File: config.mk
export PLATFORM = sky130hd
export DESIGN_NAME = pifp2_periph_irq
export DESIGN_NICKNAME = d
export VERILOG_FILES = /design/src/pifp2_pkg.sv /design/src/pifp2_sticky_bit.sv /design/src/pifp2_periph_irq.sv
export SDC_FILE = /design/constraint.sdc
export NUM_CORES = 1
export LEC_CHECK = 0
export BUFFER_PORTS_ARGS = -buffer_cell sky130_fd_sc_hd__buf_2
export CORE_ASPECT_RATIO = 1.5
export CORE_MARGIN = 4
export CORE_UTILIZATION = 45
export CTS_CLUSTER_SIZE = 12
export DETAILED_ROUTE_END_ITERATION = 16
export PLACE_DENSITY = 0.7
export SLEW_MARGIN = 20
export SYNTH_ARGS = -nofsm -noshare
export SYNTH_HDL_FRONTEND = slang
export SYNTH_HIERARCHICAL = 1
export SYNTH_SLANG_ARGS = --single-unit
File: constraint.sdc
create_clock -name mclk -period 1.4 [get_ports mclk]
set_input_delay 0 -clock mclk [delete_from_list [all_inputs] [get_ports mclk]]
set_output_delay 0 -clock mclk [all_outputs]
set_load 0.02 [all_outputs]
File: src/pifp2_pkg.sv
// Behaviour
// - Low-voltage event sets flag bit 2; it stays set until software clears it.
// - Hardware never clears the low-voltage flag; zero means supply above trip point.
// - Timer-c overflow sets flag bit 1; it stays set until software clears it.
// - Capture of timer-a or timer-c in capture mode sets flag bit 0; software clears.
// - Small package: comparator and capture/compare flag and priority bits read zero.
// - Bits 7 and 5 of flag and priority registers read zero; writes ignored.
// - Implemented priority bits are read/write, reset to one; one means high priority.
package pifp2_pkg;
    localparam int            PIFP2_AW          = 3;
    localparam logic [2:0]    PIFP2_ADDR_FLAGS  = 3'h0;
    localparam logic [2:0]    PIFP2_ADDR_PRIO   = 3'h1;
    localparam logic [2:0]    PIFP2_ADDR_ISTAT  = 3'h2;
    localparam logic [2:0]    PIFP2_ADDR_IMASK  = 3'h3;
    localparam logic [2:0]    PIFP2_ADDR_CTRL   = 3'h4;

    localparam int            PIFP2_BIT_CAPCMP  = 0;
    localparam int            PIFP2_BIT_TIMERC  = 1;
    localparam int            PIFP2_BIT_LOWV    = 2;
    localparam int            PIFP2_BIT_BUSCOL  = 3;
    localparam int            PIFP2_BIT_NVM     = 4;
    localparam int            PIFP2_BIT_CMP     = 6;

    // Implemented positions: bits 7 and 5 never exist
    localparam logic [7:0]    PIFP2_IMPL_FULL   = 8'h5f;
    // Smaller package drops comparator and capture/compare bits
    localparam logic [7:0]    PIFP2_IMPL_SMALL  = 8'h1e;
    localparam logic [7:0]    PIFP2_FLAGS_RST   = 8'h00;
    localparam logic [7:0]    PIFP2_PRIO_RST    = 8'h5f;
    localparam logic [7:0]    PIFP2_ZERO        = 8'h00;

    typedef struct packed {
        logic [PIFP2_AW-1:0] addr;
        logic [7:0]          wdata;
        logic                wr;
        logic                rd;
    } pifp2_bus_s;

    typedef struct packed {
        logic cmp;
        logic nvm;
        logic busCol;
        logic lowVolt;
        logic timerCOvf;
        logic capture;
    } pifp2_evt_s;
endpackage

File: src/pifp2_sticky_bit.sv
`timescale 1ns/100ps
module pifp2_sticky_bit
    import pifp2_pkg::*;
(
    input  wire logic mclk,
    input  wire logic srst,
    input  wire logic impl,
    input  wire logic setEvt,
    input  wire logic clrReq,
    output logic      flag_reg
);
    // Set has priority over clear so an event is never dropped
    always_ff @(posedge mclk)
    begin
        if (srst || !impl)
            flag_reg <= 1'h0;
        else if (setEvt)
            flag_reg <= 1'h1;
        else if (clrReq)
            flag_reg <= 1'h0;
    end
endmodule

File: src/pifp2_periph_irq.sv
`timescale 1ns/100ps
module pifp2_periph_irq
    import pifp2_pkg::*;
(
    input  wire logic       mclk,
    input  wire logic       srst,
    input  wire logic       smallPkg,
    input  pifp2_bus_s      bus,
    input  pifp2_evt_s      evt,
    output logic [7:0]      rdata_reg,
    output logic [7:0]      flags_reg,
    output logic [7:0]      prio_reg,
    output logic            irq_reg
);
    logic [7:0] impl;
    logic [7:0] evtVec;
    logic [7:0] flagWrClr;
    logic [7:0] flagWrSet;
    logic [7:0] flagsNow;
    logic [7:0] istat_reg;
    logic [7:0] imask_reg;
    logic       small_reg;
    logic       wrFlags;
    logic       wrIstat;

    assign impl = small_reg ? PIFP2_IMPL_SMALL : PIFP2_IMPL_FULL;

    assign evtVec = {1'h0, evt.cmp, 1'h0, evt.nvm, evt.busCol,
                     evt.lowVolt, evt.timerCOvf, evt.capture};

    assign wrFlags = bus.wr && (bus.addr == PIFP2_ADDR_FLAGS);
    assign wrIstat = bus.wr && (bus.addr == PIFP2_ADDR_ISTAT);

    // Software may write a flag to one or zero; hardware only ever sets
    assign flagWrClr = wrFlags ? ~bus.wdata : PIFP2_ZERO;
    assign flagWrSet = wrFlags ? bus.wdata : PIFP2_ZERO;

    // Package strap sampled by a clocked process
    always_ff @(posedge mclk)
    begin
        if (srst)
            small_reg <= smallPkg;
    end

    genvar i;
    generate
        for (i = 0; i < 8; i++)
        begin : g_flag
            pifp2_sticky_bit u_bit (
                .mclk     (mclk),
                .srst     (srst),
                .impl     (impl[i]),
                .setEvt   (evtVec[i] | flagWrSet[i]),
                .clrReq   (flagWrClr[i]),
                .flag_reg (flagsNow[i])
            );
        end
    endgenerate

    assign flags_reg = flagsNow;

    always_ff @(posedge mclk)
    begin
        // Strap applied at reset so absent bits never read as one after release
        if (srst)
            prio_reg <= PIFP2_PRIO_RST
                        & (smallPkg ? PIFP2_IMPL_SMALL : PIFP2_IMPL_FULL);
        else if (bus.wr && (bus.addr == PIFP2_ADDR_PRIO))
            prio_reg <= bus.wdata & impl;
        else
            prio_reg <= prio_reg & impl;
    end

    // Interrupt status latches new events; write one to clear, set wins
    always_ff @(posedge mclk)
    begin
        if (srst)
            istat_reg <= PIFP2_ZERO;
        else
            istat_reg <= ((istat_reg & ~(wrIstat ? bus.wdata : PIFP2_ZERO))
                          | (evtVec & impl));
    end

    always_ff @(posedge mclk)
    begin
        if (srst)
            imask_reg <= PIFP2_ZERO;
        else if (bus.wr && (bus.addr == PIFP2_ADDR_IMASK))
            imask_reg <= bus.wdata & impl;
    end

    always_ff @(posedge mclk)
    begin
        if (srst)
            irq_reg <= 1'h0;
        else
            irq_reg <= |(istat_reg & imask_reg);
    end

    // Read data valid the cycle after the strobe only; unmapped reads zero
    always_ff @(posedge mclk)
    begin
        if (srst || !bus.rd)
            rdata_reg <= PIFP2_ZERO;
        else
        begin
            unique case (bus.addr)
                PIFP2_ADDR_FLAGS: rdata_reg <= flagsNow & impl;
                PIFP2_ADDR_PRIO:  rdata_reg <= prio_reg & impl;
                PIFP2_ADDR_ISTAT: rdata_reg <= istat_reg;
                PIFP2_ADDR_IMASK: rdata_reg <= imask_reg;
                PIFP2_ADDR_CTRL:  rdata_reg <= {7'h00, small_reg};
                default:          rdata_reg <= PIFP2_ZERO;
            endcase
        end
    end
endmodule

==> summary.md <==
| Metric | Value |
|---|---|
| CTS tree | done |
| Max Fanout on Critical Path | 3 |
| Tmin final | 1.18 ns |
| Critical path class | flop to flop |
| Sum Neg Setup Slack | 0 ns |
| Total number of vias | 1597 |
| Post-synthesis sequential area ratio | a little over two fifths |
| Layout cells sized above 1 | about a quarter |
| Initial Utilization | 47.2% |
| Die outline height | 84.9 um |
| Synth top area share | between 40% and 50% |
| Ys flop type | dfxtp_1 |
| Number of synthesized flops with an enable pin | 1 |
| 1st-iter DRT viols | 36 |
| Xor/xnor share of the synthesized area | 0% |
| Worst-Skew Late Latency | 0.29 ns |
| Clock-pin slew on the worst setup and hold paths | 0.07 ns |
| GRT Resource Usage Total | between 10% and 20% |
| Pleak | 1.17 nW |
| Setup Slack @ Placement | 0.177 ns |
| Drt first pass iters | 5 |
| Cell count after synthesis | ~190 |
| Clock Tree Root | clkbuf_8 |
| Die area | 0.00503 mm2 |
| Synth Area per Inst | 9.28 um2 |
| Critical Path RT | approximately 1.6 ns |
| Core Box Area | 0.00375 mm2 |
| GRT overflow | 0 |
| Post-synthesis register bit count | 38 |
| First-pass GRT wire length | 7110 um |
| VDD IR max | 764 uV |
| Setup WS post-layout | 0.225 ns |
| Largest family of logic cells by synthesized area | simple AND/OR/NAND/NOR gates |
| Compound-cell area share of the yosys netlist | 18.4% |
| Synth Warn # | 6 |
| Final Slew Violations | 0 |
| Vias in the first global route | around 1500 |
| Outcome | finished, final reports clean |
| Half-perimeter wire length after placement | 3090 um |
| Hold Vio Cnt, Final | 0 |
| H-Tree Depth | 2 |
| Die W | 59.2 um |
| Wire per inst | 14.8 um |
| Drt via density | 5.29 |
| Initial antenna violation count | 0 |
| R2r setup slk | ~0.22 ns |
| Antenna diode count | 0 |
| Rows | 27 |
| Cell area after synthesis | 0.00177 mm2 |
| Top post-synthesis cells by count | dfxtp_1, nor2_1, inv_1, mux2i_1 |
| Adder-Cell Fraction of Synth Area | 0% |
| Final Skew | 0.00378 ns |
| CP Launch Type | flop |
| Detailed Route WL | around 4500 um |
| Multiplexer share of the synthesized area | roughly 8.5% |
| I/O Pins | 47 |
| Setup Buffers After CTS | 0 |
| DR DRC count | 0 |
| Total power | approximately 2.4 mW |
| Critical path endpoint category | flop |
| Hold Crit Class | input pin to flop |
| Final setup viols | 0 |
| Port buffer count | 44 |
| Clk buf depth | 2 |
| Highest clock rate | 851 MHz |
| Clock sink count | 38 |
| Largest area contributor in the netlist | dfxtp_1 |
| Number of max-cap violations | 0 |
| Netlist cell types | 36 |
| Share of flip-flops with an asynchronous set or reset | 0% |
| Simple-Gate Fraction of Synth Area | 22.7% |
| Final nets | 281 |
| DRT antenna net count | 0 |
| P per Cell Area | roughly 1100 mW/mm2 |
| Most common cell in the netlist | dfxtp_1 |
| Final period util | about 84% |
| Area growth syn-to-layout | 30.5% |
| Top cells by area, synth | dfxtp_1, mux2i_1, nor2_1 |
| CTS Buf Count | 5 |
| RSZ-0062 raised after global routing | no |
| Largest net degree at the start of global routing | 32 |
| Crit path DAT | ~1.4 ns |
| Global placement routability congestion | 0.806 |
## layout make-up
cell class	count	area, um2
inverters	15	56.3
repair buffers	64	403
clock buffers	6	82.6
fillers	341	1440
flip-flops and latches	38	771
multi-input cells	135	916
clock inverters	1	30.0
well taps	43	53.8
## cell families (layout without fill, tap and decap cells)
| family | count (synthesis) | count (layout) |
|---|---|---|
| muxes | 15 | 15 |
| buffers and inverters | 24 | 86 |
| and+or+nand+nor | 70 | 70 |
| other | 2 | 8 |
| DFF | 38 | 38 |
| AOI/OAI and AO/OA | 42 | 42 |
## worst max-delay path, cell delays in order, from the launching register on
cell and delay (ns):
edfxtp_1 0.40, nor2_1 0.19, a22oi_1 0.13, a2111oi_2 0.36
## power by group
group / total (mW) / switching, mW / internal, mW
Clock: 0.950 / 0.380 / 0.570
Combinational: 0.330 / 0.181 / 0.149
Sequential: 1.16 / 0.0319 / 1.13
## stage by stage
stage	area [um2]	std cells	hold WS, ns	utilization (%)
5_1_grt	2310	302	0.0493	61.7
4_1_cts	2310	302	0.0453	61.5
6_report	2310	302	0.0449	61.7
3_5_place_dp	2060	282	0.191	55.1
3_3_place_gp	2060	282	0.190	55.1
2_1_floorplan	1790	197	0.0877	-
## metal layers
| layer | GRT usage [%] | wire, um |
|---|---|---|
| met5 | 0 | 0 |
| met2 | 29.8 | 2200 |
| met3 | 4.57 | 247 |
| met1 | 23.7 | 1930 |
| met4 | 7.42 | 82 |
## cell usage in the layout (no fill, tap or decap), types with 2 or more instances in the layout
| cell type | Yosys | layout |
|---|---|---|
| nor2b_1 | 13 | 13 |
| nor2_1 | 23 | 23 |
| nand2_1 | 13 | 13 |
| o22a_1 | 4 | 4 |
| buf_2 | 0 | 44 |
| dlygate4sd3_1 | 0 | 13 |
| a22oi_1 | 4 | 4 |
| buf_4 | 6 | 7 |
| a21o_1 | 2 | 2 |
| nand3b_1 | 2 | 2 |
| o31ai_1 | 2 | 2 |
| a211o_1 | 4 | 4 |
| dfxtp_1 | 37 | 37 |
| conb_1 | 2 | 8 |
| a311oi_1 | 4 | 4 |
| and2_1 | 3 | 3 |
| a21oi_1 | 6 | 6 |
| mux2i_1 | 14 | 14 |
| o21ai_0 | 3 | 3 |
| and4_1 | 2 | 2 |
| clkbuf_8 | 0 | 6 |
| a31oi_1 | 2 | 2 |
| or3_1 | 2 | 2 |
| o211a_1 | 8 | 8 |
| inv_1 | 15 | 15 |
| and4bb_1 | 2 | 2 |
| nand2b_1 | 4 | 4 |
## final timing paths
| check | from | to | depth (start not counted) |
|---|---|---|---|
| worst max-delay path | small_reg | rdata_reg[6] | 3 |
| worst min-delay path | bus[12] | rdata_reg[6] | 2 |
| worst max register to register | small_reg | rdata_reg[6] | 3 |
| worst min register to register | imask_reg[0] | imask_reg[0] | 2 |
## timing repair
action / CTS / global route
gates resized for setup: 0 / 1
endpoints found under the setup margin: 0 / 1
hold endpoints to repair: 13 / 0
hold buffers: 13 / 0
Note: power is estimated with default switching activity, not from simulation.
